<file path="src/shared/rsp_pkg.sv">
// Constants and types shared by the serial register port
package rsp_pkg;
	localparam int ID_WIDTH = 5;
	localparam int REG_ADDR_WIDTH = 5;
	localparam int DATA_WIDTH = 16;
	localparam int PREAMBLE_BITS = 32;
	localparam int LOCAL_CLK_KHZ = 25000;
	localparam int SERIAL_CLK_MAX_KHZ = 2500;
	// Local clock cycles in one shortest serial clock period
	localparam int SERIAL_PERIOD_CYCLES = LOCAL_CLK_KHZ / SERIAL_CLK_MAX_KHZ;
	localparam logic [1:0] START_CODE = 2'h1;
	localparam logic [1:0] OP_READ = 2'h2;
	localparam logic [1:0] OP_WRITE = 2'h1;
	localparam logic [4:0] ID_IDLE_VALUE = 5'h1F;
	localparam logic [15:0] READ_FILL_DEFAULT = 16'hFFFF;
	localparam logic [4:0] CONFIG_REG_ADDR = 5'h00;
	localparam logic [4:0] STATUS_REG_ADDR = 5'h01;
	localparam logic [4:0] ID_REG_ADDR = 5'h02;
	localparam int PHY_ACCESS_BIT = 0;
	localparam logic [15:0] CONFIG_RESET = 16'h0000;
	typedef enum logic [2:0] {
		RSP_HUNT,
		RSP_START,
		RSP_HEADER,
		RSP_TURN,
		RSP_READ,
		RSP_WRITE
	} rsp_state_type;
endpackage : rsp_pkg

</file>
<file path="src/rsp_port.sv">
// Serial register access port of the repeater, management frame slave
// How it works
// Frames follow the standard management frame format
// Bits launched and sampled at serial-clock rise
// Host keeps serial clock at 2.5 MHz; the bench host model runs 320 ns periods (3.125 MHz)
// Host clocks serial clock during reset
// Command-valid high drops back to frame hunt
// Pass-through bit routes data to PHY pin
// Serial clock copied out for chained devices
// Direction high only while device drives data
// Identification straps caught at reset release
// Latched identification selects our accesses
// Straps never set to all ones
// Reset input low holds reset state
// Everything runs on the 25 MHz local clock
// Register effects cross domains without partial values
`timescale 1ns/100ps
module rsp_port
	import rsp_pkg::*;
#(
	parameter int ADDR_W = REG_ADDR_WIDTH,
	parameter int DATA_W = DATA_WIDTH
) (
	input wire logic clk,
	input wire logic rstn,
	input wire logic reg_serial_clock,
	input wire logic reg_serial_io_in,
	output logic reg_serial_io_out,
	output logic reg_serial_io_oe,
	input wire logic serial_cmd_valid_n,
	input wire logic gated_phy_serial_io_in,
	output logic gated_phy_serial_io_out,
	output logic gated_phy_serial_io_oe,
	output logic buffered_serial_clock,
	output logic serial_dir_out,
	input wire logic [ID_WIDTH-1:0] chip_id_straps,
	output logic [ID_WIDTH-1:0] arbitration_vector,
	output logic phy_access,
	output logic id_error
);
	// Frame layout is fixed, so no other widths can be served
	if (ADDR_W != REG_ADDR_WIDTH || DATA_W != DATA_WIDTH) begin : g_bad_width
		$error("rsp_port: frame widths are fixed by the frame format");
	end

	logic sclk_s;
	logic sio_s;
	logic cv_n_s;
	logic phy_io_s;
	logic [ID_WIDTH-1:0] straps_meta_reg;
	logic [ID_WIDTH-1:0] straps_sync_reg;
	logic sclk_prev_reg;
	logic rise;
	logic in_reset_reg;
	logic [ID_WIDTH-1:0] chip_id_reg;
	rsp_state_type state_reg;
	logic [5:0] count_reg;
	logic [1:0] op_reg;
	logic [ADDR_W-1:0] phy_addr_reg;
	logic [ADDR_W-1:0] reg_addr_reg;
	logic [DATA_W-1:0] shift_reg;
	logic [DATA_W-1:0] config_reg;
	logic drive_reg;
	logic relay_reg;
	logic selected;

	// Every pin but rstn passes two flops before any logic reads it
	rsp_sync u_sync_sclk (
		.clk(clk),
		.rstn(rstn),
		.async_in(reg_serial_clock),
		.sync_out(sclk_s)
	);
	rsp_sync #(.RESET_VALUE(1'b1)) u_sync_sio (
		.clk(clk),
		.rstn(rstn),
		.async_in(reg_serial_io_in),
		.sync_out(sio_s)
	);
	rsp_sync #(.RESET_VALUE(1'b1)) u_sync_cv (
		.clk(clk),
		.rstn(rstn),
		.async_in(serial_cmd_valid_n),
		.sync_out(cv_n_s)
	);
	rsp_sync #(.RESET_VALUE(1'b1)) u_sync_phy (
		.clk(clk),
		.rstn(rstn),
		.async_in(gated_phy_serial_io_in),
		.sync_out(phy_io_s)
	);
	// Straps are static levels, so their two flops run through reset: the value
	// caught at release is then the strapped one and not a reset value
	always_ff @(posedge clk) begin
		straps_meta_reg <= chip_id_straps;
		straps_sync_reg <= straps_meta_reg;
	end

	always_ff @(posedge clk) begin
		if (!rstn) begin
			sclk_prev_reg <= 1'b0;
		end else begin
			sclk_prev_reg <= sclk_s;
		end
	end
	// Serial clock rise as seen in the local domain
	assign rise = sclk_s && !sclk_prev_reg;

	// Straps caught once, on the first edge after release
	always_ff @(posedge clk) begin
		if (!rstn) begin
			in_reset_reg <= 1'b1;
			chip_id_reg <= '0;
		end else begin
			in_reset_reg <= 1'b0;
			if (in_reset_reg) begin
				chip_id_reg <= straps_sync_reg;
			end
		end
	end
	// Matched against the latched copy, so strap movement after reset is ignored
	assign selected = (phy_addr_reg == chip_id_reg);

	// Frame receiver; command-valid high forces resync
	always_ff @(posedge clk) begin
		if (!rstn) begin
			state_reg <= RSP_HUNT;
			count_reg <= '0;
			op_reg <= '0;
			phy_addr_reg <= '0;
			reg_addr_reg <= '0;
			shift_reg <= '0;
			drive_reg <= 1'b0;
			relay_reg <= 1'b0;
		end else if (cv_n_s) begin
			state_reg <= RSP_HUNT;
			count_reg <= '0;
			drive_reg <= 1'b0;
			relay_reg <= 1'b0;
		end else if (rise) begin
			case (state_reg)
				RSP_HUNT: begin
					// Count preamble ones; a zero after enough of them starts a frame
					if (sio_s) begin
						if (count_reg != 6'(PREAMBLE_BITS)) begin
							count_reg <= count_reg + 6'h01;
						end
					end else if (count_reg == 6'(PREAMBLE_BITS)) begin
						state_reg <= RSP_START;
					end else begin
						count_reg <= '0;
					end
				end
				RSP_START: begin
					if (sio_s == START_CODE[0]) begin
						state_reg <= RSP_HEADER;
						count_reg <= '0;
					end else begin
						state_reg <= RSP_HUNT;
						count_reg <= '0;
					end
				end
				RSP_HEADER: begin
					// Opcode, device address, register address, MSB first
					if (count_reg < 6'h02) begin
						op_reg <= {op_reg[0], sio_s};
					end else if (count_reg < 6'h07) begin
						phy_addr_reg <= {phy_addr_reg[ADDR_W-2:0], sio_s};
					end else begin
						reg_addr_reg <= {reg_addr_reg[ADDR_W-2:0], sio_s};
					end
					if (count_reg == 6'h0B) begin
						state_reg <= RSP_TURN;
						count_reg <= '0;
					end else begin
						count_reg <= count_reg + 6'h01;
					end
				end
				RSP_TURN: begin
					// Two turnaround bits; for a read we take the line on the second
					if (count_reg == 6'h00) begin
						count_reg <= 6'h01;
						if (op_reg == OP_READ && selected) begin
							drive_reg <= 1'b1;
							shift_reg <= (reg_addr_reg == CONFIG_REG_ADDR) ? config_reg :
								(reg_addr_reg == ID_REG_ADDR) ?
								{{(DATA_W-ID_WIDTH){1'b0}}, chip_id_reg} :
								(reg_addr_reg == STATUS_REG_ADDR) ?
								{{(DATA_W-1){1'b0}}, phy_io_s} : READ_FILL_DEFAULT;
						end else if (op_reg == OP_READ && config_reg[PHY_ACCESS_BIT]) begin
							// A PHY behind the gate answers this read; hand it back
							relay_reg <= 1'b1;
						end
					end else begin
						count_reg <= '0;
						state_reg <= (op_reg == OP_READ) ? RSP_READ : RSP_WRITE;
					end
				end
				RSP_READ: begin
					shift_reg <= {shift_reg[DATA_W-2:0], 1'b0};
					if (count_reg == 6'(DATA_W - 1)) begin
						state_reg <= RSP_HUNT;
						count_reg <= '0;
						drive_reg <= 1'b0;
						relay_reg <= 1'b0;
					end else begin
						count_reg <= count_reg + 6'h01;
					end
				end
				RSP_WRITE: begin
					shift_reg <= {shift_reg[DATA_W-2:0], sio_s};
					if (count_reg == 6'(DATA_W - 1)) begin
						state_reg <= RSP_HUNT;
						count_reg <= '0;
					end else begin
						count_reg <= count_reg + 6'h01;
					end
				end
				default: begin
					state_reg <= RSP_HUNT;
					count_reg <= '0;
					drive_reg <= 1'b0;
					relay_reg <= 1'b0;
				end
			endcase
		end
	end

	// Written whole on the last data bit, so no partial word is ever seen
	always_ff @(posedge clk) begin
		if (!rstn) begin
			config_reg <= CONFIG_RESET;
		end else if (!cv_n_s && rise && state_reg == RSP_WRITE && selected
			&& count_reg == 6'(DATA_W - 1) && op_reg == OP_WRITE
			&& reg_addr_reg == CONFIG_REG_ADDR) begin
			config_reg <= {shift_reg[DATA_W-2:0], sio_s};
		end
	end

	// Registered pin drivers; copied pins lag by three local cycles, outputs decoded from frame state by four
	always_ff @(posedge clk) begin
		if (!rstn) begin
			reg_serial_io_out <= 1'b1;
			reg_serial_io_oe <= 1'b0;
			serial_dir_out <= 1'b0;
			buffered_serial_clock <= 1'b0;
			gated_phy_serial_io_out <= 1'b1;
			gated_phy_serial_io_oe <= 1'b0;
			phy_access <= 1'b0;
			arbitration_vector <= '0;
			id_error <= 1'b0;
		end else begin
			// Data bit changes after the rise that shifts it
			// Relayed PHY data costs three local cycles; a PHY must answer well
			// inside half a serial period for the host to see it in time
			if (relay_reg) begin
				reg_serial_io_out <= phy_io_s;
			end else begin
				reg_serial_io_out <= (state_reg == RSP_READ) ? shift_reg[DATA_W-1] : 1'b0;
			end
			reg_serial_io_oe <= drive_reg || relay_reg;
			serial_dir_out <= drive_reg || relay_reg;
			buffered_serial_clock <= sclk_s;
			// Host data forwarded to the PHY pin while pass-through is on
			gated_phy_serial_io_out <= sio_s;
			// Released while the PHY answers, so the two never fight
			gated_phy_serial_io_oe <= config_reg[PHY_ACCESS_BIT] && !drive_reg && !relay_reg;
			phy_access <= config_reg[PHY_ACCESS_BIT];
			arbitration_vector <= chip_id_reg;
			// Flags a strap setting equal to the idle vector
			id_error <= !in_reset_reg && (chip_id_reg == ID_IDLE_VALUE);
		end
	end
endmodule : rsp_port

</file>
<file path="src/rsp_sync.sv">
// Two-flop synchroniser for one level from outside the local clock domain
`timescale 1ns/100ps
module rsp_sync #(
	parameter logic RESET_VALUE = 1'b0
) (
	input wire logic clk,
	input wire logic rstn,
	input wire logic async_in,
	output logic sync_out
);
	logic first_reg;

	always_ff @(posedge clk) begin
		if (!rstn) begin
			first_reg <= RESET_VALUE;
			sync_out <= RESET_VALUE;
		end else begin
			first_reg <= async_in;
			sync_out <= first_reg;
		end
	end
endmodule : rsp_sync
</file>
<file path="config.mk">
export PLATFORM = sky130hd
export DESIGN_NAME = rsp_port
export DESIGN_NICKNAME = d
export VERILOG_FILES = /design/src/shared/rsp_pkg.sv /design/src/rsp_port.sv /design/src/rsp_sync.sv
export SDC_FILE = /design/constraint.sdc
export NUM_CORES = 1
export LEC_CHECK = 0
export BUFFER_PORTS_ARGS = -buffer_cell sky130_fd_sc_hd__buf_2
export CORE_MARGIN = 5
export CORE_UTILIZATION = 54
export DETAILED_ROUTE_END_ITERATION = 12
export PLACE_DENSITY = 0.84
export REMOVE_ABC_BUFFERS = 1
export SLEW_MARGIN = 20
export SYNTH_ARGS = -nofsm -noshare
export SYNTH_HDL_FRONTEND = slang
export SYNTH_SLANG_ARGS = --single-unit
</file>
<file path="constraint.sdc">
create_clock -name clk -period 2.03 [get_ports clk]
set_clock_uncertainty 0.1 [all_clocks]
set_input_delay 0.203 -clock clk [delete_from_list [all_inputs] [get_ports clk]]
set_output_delay 0.203 -clock clk [all_outputs]
set_load 0.005 [all_outputs]
</file>
### After elaboration in Yosys (flattened, before gate mapping)

Cells that the tools add are included.

| word-level totals | value |
|---|---|
| register bits after elaboration | 91 |
| bits of input ports | 11 |

| cells by class | value |
|---|---|
| add/sub/neg operators | 1 |
| order comparisons | 2 |
| eq/ne operators | 27 |
| multiplexer cells | 32 |
| bitwise gates (word level) | 5 |
| reduce and logical (&&, ||, !) cells | 33 |

Operators by type and width:

| kind | number |
|---|---|
| 16-bit 2-to-1 mux | 5 |
| 16-bit case mux with 3 select lines | 1 |
| 6-bit 2-to-1 mux | 5 |
| 6-bit case mux with 4 select lines | 1 |
| 5-bit AND reduction | 4 |
| 2-bit != test, second input constant | 9 |
| 3-bit 2-to-1 mux | 5 |
| 3-bit case mux with 5 select lines | 1 |
| 6-bit by 4-bit == test with 1-bit output, second input constant | 2 |
| 1-bit logical AND | 12 |
| 6-bit AND reduction | 2 |
| 1-bit 2-to-1 mux | 11 |
| 6-bit by 1-bit adder with 6-bit output, second input constant | 1 |
| 3-bit by 2-bit == test with 1-bit output, second input constant | 2 |
| 3-bit == test, second input constant | 2 |
| 6-bit == test, second input constant | 1 |
| 6-bit logical NOT | 1 |
| 6-bit by 2-bit < comparator with 1-bit output, second input constant | 1 |
| 6-bit by 3-bit < comparator with 1-bit output, second input constant | 1 |
| 6-bit != test, second input constant | 1 |
| 1-bit case mux with 3 select lines | 2 |
| 5-bit by 1-bit == test with 1-bit output, second input constant | 1 |
| 5-bit by 2-bit == test with 1-bit output, second input constant | 1 |
| 5-bit == test | 1 |
| other kinds (18) | 27 |

### Longest topological paths before layout

| depth | value |
|---|---|
| depth in word-level cells | 8 |
| depth in mapped cells | 9 |

### By module

A second synthesis with hierarchy kept.

| unflattened totals | value |
|---|---|
| cells, all modules | 394 |
| area total of the unflattened synthesis | 3732.3 µm² |

By module, submodules not included:

| module | times used | cells an instance | area each (µm²) |
|---|---|---|---|
| rsp_port | 1 | 378 | 3522.1 |
| rsp_sync | 4 | 4 | 52.6 |

### Worst setup path before layout

Ideal clock, no wire load.

| timing path | value |
|---|---|
| path kind | reg2reg |
| start point | register count_reg[1] |
| end point | register config_reg[10] |
| library setup time | 0.128 ns |
| data arrival time | 1.678 ns |
| setup slack | 0.124 ns |
| stages on the path, launching flop included | 9 |
| path through | dfxtp_1 ha_1 nand3_1 and4bb_2 and4_1 buf_6 buf_8 mux2i_1 nor2_1 |

| on the way | value |
|---|---|
| cells in the longest elaborated chain, start to end | 4 |

RTL lines:

| element | line | text |
|---|---|---|
| start: declaration | rsp_port.sv:57 | `logic [5:0] count_reg;` |
| start signal: assignment | rsp_port.sv:146 | `count_reg <= count_reg + 6'h01;` |
| start signal: assignment | rsp_port.sv:176 | `count_reg <= count_reg + 6'h01;` |
| start signal: assignment | rsp_port.sv:207 | `count_reg <= count_reg + 6'h01;` |
| 6-bit by 4-bit == test with 1-bit output | rsp_port.sv:234 | `&& count_reg == 6'(DATA_W - 1) && op_reg == OP_WRITE` |
| 1-bit logical AND (2 in series) | rsp_port.sv:234 |  |
| 1-bit logical AND | rsp_port.sv:235 | `&& reg_addr_reg == CONFIG_REG_ADDR) begin` |
| end signal: assignment | rsp_port.sv:236 | `config_reg <= {shift_reg[DATA_W-2:0], sio_s};` |
| end: declaration | rsp_port.sv:62 | `logic [DATA_W-1:0] config_reg;` |

Every way passes these cells.
A chain may end at the register's enable or synchronous reset.

### Worst setup path in the final report

| timing path | value |
|---|---|
| start point | register count_reg[0] |
| end point | register shift_reg[2] |

| on the way | value |
|---|---|
| cells in the longest elaborated chain, start to end | 3 |

RTL lines:

| element | line | text |
|---|---|---|
| 6-bit logical NOT | rsp_port.sv:181 | `if (count_reg == 6'h00) begin` |
| 2-bit != test (no source line) | n/a |  |
| 5-bit AND reduction (no source line) | n/a |  |
| end signal: assignment | rsp_port.sv:185 | `shift_reg <= (reg_addr_reg == CONFIG_REG_ADDR) ? config_reg :` |
| end signal: assignment | rsp_port.sv:200 | `shift_reg <= {shift_reg[DATA_W-2:0], 1'b0};` |
| end signal: assignment | rsp_port.sv:211 | `shift_reg <= {shift_reg[DATA_W-2:0], sio_s};` |
| end: declaration | rsp_port.sv:61 | `logic [DATA_W-1:0] shift_reg;` |

Every way passes these cells.

==> results_dict.tcl <==
set metrics [dict create \
    p_int_mw 2.35 \
    finalMaxSlewViolations 0 \
    worstMarginPinSlew_ns 0.480 \
    h-tree-depth 3 \
    cts_inserted_buffers 9 \
    power_frac_seq 0.582 \
    io_pins 24 \
    path_clk_slew_ns 0.10 \
    rows 30 \
    finalSetupTns_ns -0.0834 \
    end_kind "register" \
    path_max_fanout 5 \
    synth_edf_count 0 \
    fin_crit_sh 1.01 \
    p_per_area_mw_per_mm2 699 \
    synth_area_leader_cell "dfxtp_1" \
    clockBufferDepth 2 \
    drive_above_1_share 0.226 \
    diodes 0 \
    violations "negative setup slack" \
    chipWidth_um 94.3 \
    area_growth_syn_to_layout_pct 17.5 \
    setup_ws_ns -0.0154 \
    syn_area_mm2 0.00383 \
    yosysMostFrequentCell "dfxtp_1" \
    fin_cells 543 \
    grtUsageMet3 0.0401 \
    required_ns 2.22 \
    r2r-start "count_reg[0]" \
    cap_viol_max_count 0 \
    top_usage_layer "met2" \
    cts.sinks 91 \
    final_nets 455 \
    finalSetupViolations 8 \
    grt.met1_usage 0.256 \
    hold_path.class "input port to register" \
    via_per_inst 5.82 \
    grt_pass1_vias 3116 \
    dp_hpwl_um 5350 \
    clk_latency_ns 0.36 \
    hp-start "rstn" \
    swShare 0.253 \
    power.share.combinational 0.040 \
    rsz0062_at_grt "true" \
    max_freq_mhz 489 \
    cp.arrival_ns 2.24 \
    antenna_found_initial 0 \
    vias 3159 \
    grt_max_degree 29 \
    p_leak_nw 1.75 \
    avgSynthCellArea_um2 9.56 \
    dr.pass1.iters 5 \
    routabilityCongestion 0.950 \
    drc 0 \
    crit_start "count_reg[0]" \
    slew_headroom 0.679 \
    initial_core_util 0.558 \
    synth_ff_type "dfxtp_1" \
    async_flop_share 0 \
    multi_input_area_mm2 0.00189 \
    grt_usage 0.202 \
    io_buffer_count 23 \
    reg2regPathDepth 8 \
    wl_per_cell_um 16.2 \
    vdd_drop_max_v 0.000659 \
    ys_ff_latch 91 \
    ant_nets 0 \
    core_mm2 0.00687 \
    period_needed_ns 2.05 \
    place_ws_ns -0.0114 \
    synth_top_area_share 0.475 \
    cts_tree "yes" \
    dp_cells 511 \
    synth_cell_type_count 52 \
    drt_iter0_drc 342 \
    syn_inst 401 \
    grt.overflow.total 0 \
    worstSetupPathType "register to register" \
    die_h_um 94.3 \
    register_area_mm2 0.00183 \
    grt_pass1_wl_um 14400 \
    die-area_mm2 0.00889 \
    yosysWarningCount 0 \
    ys_seq_area_frac 0.475 \
    met2_usage 0.329 \
    ys_top_cells_by_count "dfxtp_1 (91), nand2_1 (44), nor2_1 (43)" \
    totalWireLength_um 8820 \
    status "finished with violations" \
    synth.top_cells.by_area "dfxtp_1 (48%), mux2i_1 (10%), nand2_1 (4.3%)" \
    whs_path_depth 2 \
    hold_viol 0 \
    cts_root_buf "clkbuf_8" \
    startpoint_type "register" \
    clkPwrFrac 0.378 \
    power_switching_mw 0.797 \
    n_fill_cell 505 \
]
layout by cell type, fill, tap and decap left out, drive strengths merged, types with 2 or more instances in the layout:
cell type	instances
buf	50
a31oi	6
o21ai	5
xor2	5
and4	2
dfxtp	91
nor2	44
nor2b	6
inv	12
o32ai	12
and3	12
nand3b	3
nand2	44
or2	3
nand2b	14
or4	3
o221ai	15
nor3	7
a211oi	3
a221o	2
mux2i	40
dlygate4sd3	9
ha	2
nor3b	4
nand3	10
a21oi	8
clkinv	2
clkbuf	10
and2	9
critical path, cell delays in order, from the launching register on:
cell     delay, ns
dfxtp_2       0.35
inv_2         0.08
ha_4          0.13
or3b_4        0.39
nor3_4        0.25
a31oi_4       0.14
nor2b_2       0.18
buf_6         0.15
mux2i_1       0.20
cell type report:
type / count / share of cell area
sequential: 91 / 0.406
tap: 96 / 0.0267
clock buffer: 9 / 0.0275
inverter: 7 / 0.00583
timing repair buffer: 60 / 0.101
multi-input combinational: 273 / 0.419
clock inverter: 7 / 0.0147
final timing paths:
path	endpoint	slack [ns]
max	shift_reg[2]	-0.02
min	u_sync_phy.sync_out	0.13
max reg2reg	shift_reg[2]	-0.02
min reg2reg	straps_sync_reg[3]	0.23
timing repair:
item / CTS / global route
hold endpoints to repair: 9 / 0
setup endpoints to repair: 15 / 45
gates resized for setup: 11 / 17
setup buffers: 2 / 4
gates cloned: 0 / 1
hold buffers: 9 / 0
pin swaps: 2 / 8
cell families (layout without fill, tap and decap cells):
kind of cell,after synthesis,in the layout,share of synthesized area
AOI/OAI and AO/OA,59,59,0.123
xor gates and xnor gates,5,5,0.0114
adders and majority gates,2,2,0.00652
buffers and inverters,37,83,0.0551
DFF,91,91,0.475
muxes,40,40,0.104
and+or+nand+nor,167,167,0.224
stage by stage:
stage          total power, mW  area (µm²)  utilization  hold slack, ns
4_1_cts                   3.15        4400        0.640           0.122
6_report                  3.15        4500        0.656           0.133
3_3_place_gp              1.97        4060        0.590           0.206
2_1_floorplan             1.92        3650            -           0.131
3_5_place_dp              1.97        4060        0.590           0.207
5_1_grt                   3.26        4500        0.656           0.144
power groups by stage:
stage / combinational (mW) / clock, mW / sequential, mW
4_1_cts: 0.118 / 1.20 / 1.83
2_1_floorplan: 0.0485 / 0 / 1.87
6_report: 0.126 / 1.19 / 1.83
3_3_place_gp: 0.0974 / 0 / 1.87
5_1_grt: 0.138 / 1.29 / 1.84
3_5_place_dp: 0.100 / 0 / 1.87
layer usage:
metal | wire (µm) | share of wire
met5 | 0 | 0
met4 | 256 | 0.029
met1 | 3720 | 0.42
met2 | 4270 | 0.48
met3 | 582 | 0.066
Note: power is estimated with default switching activity, not from simulation.
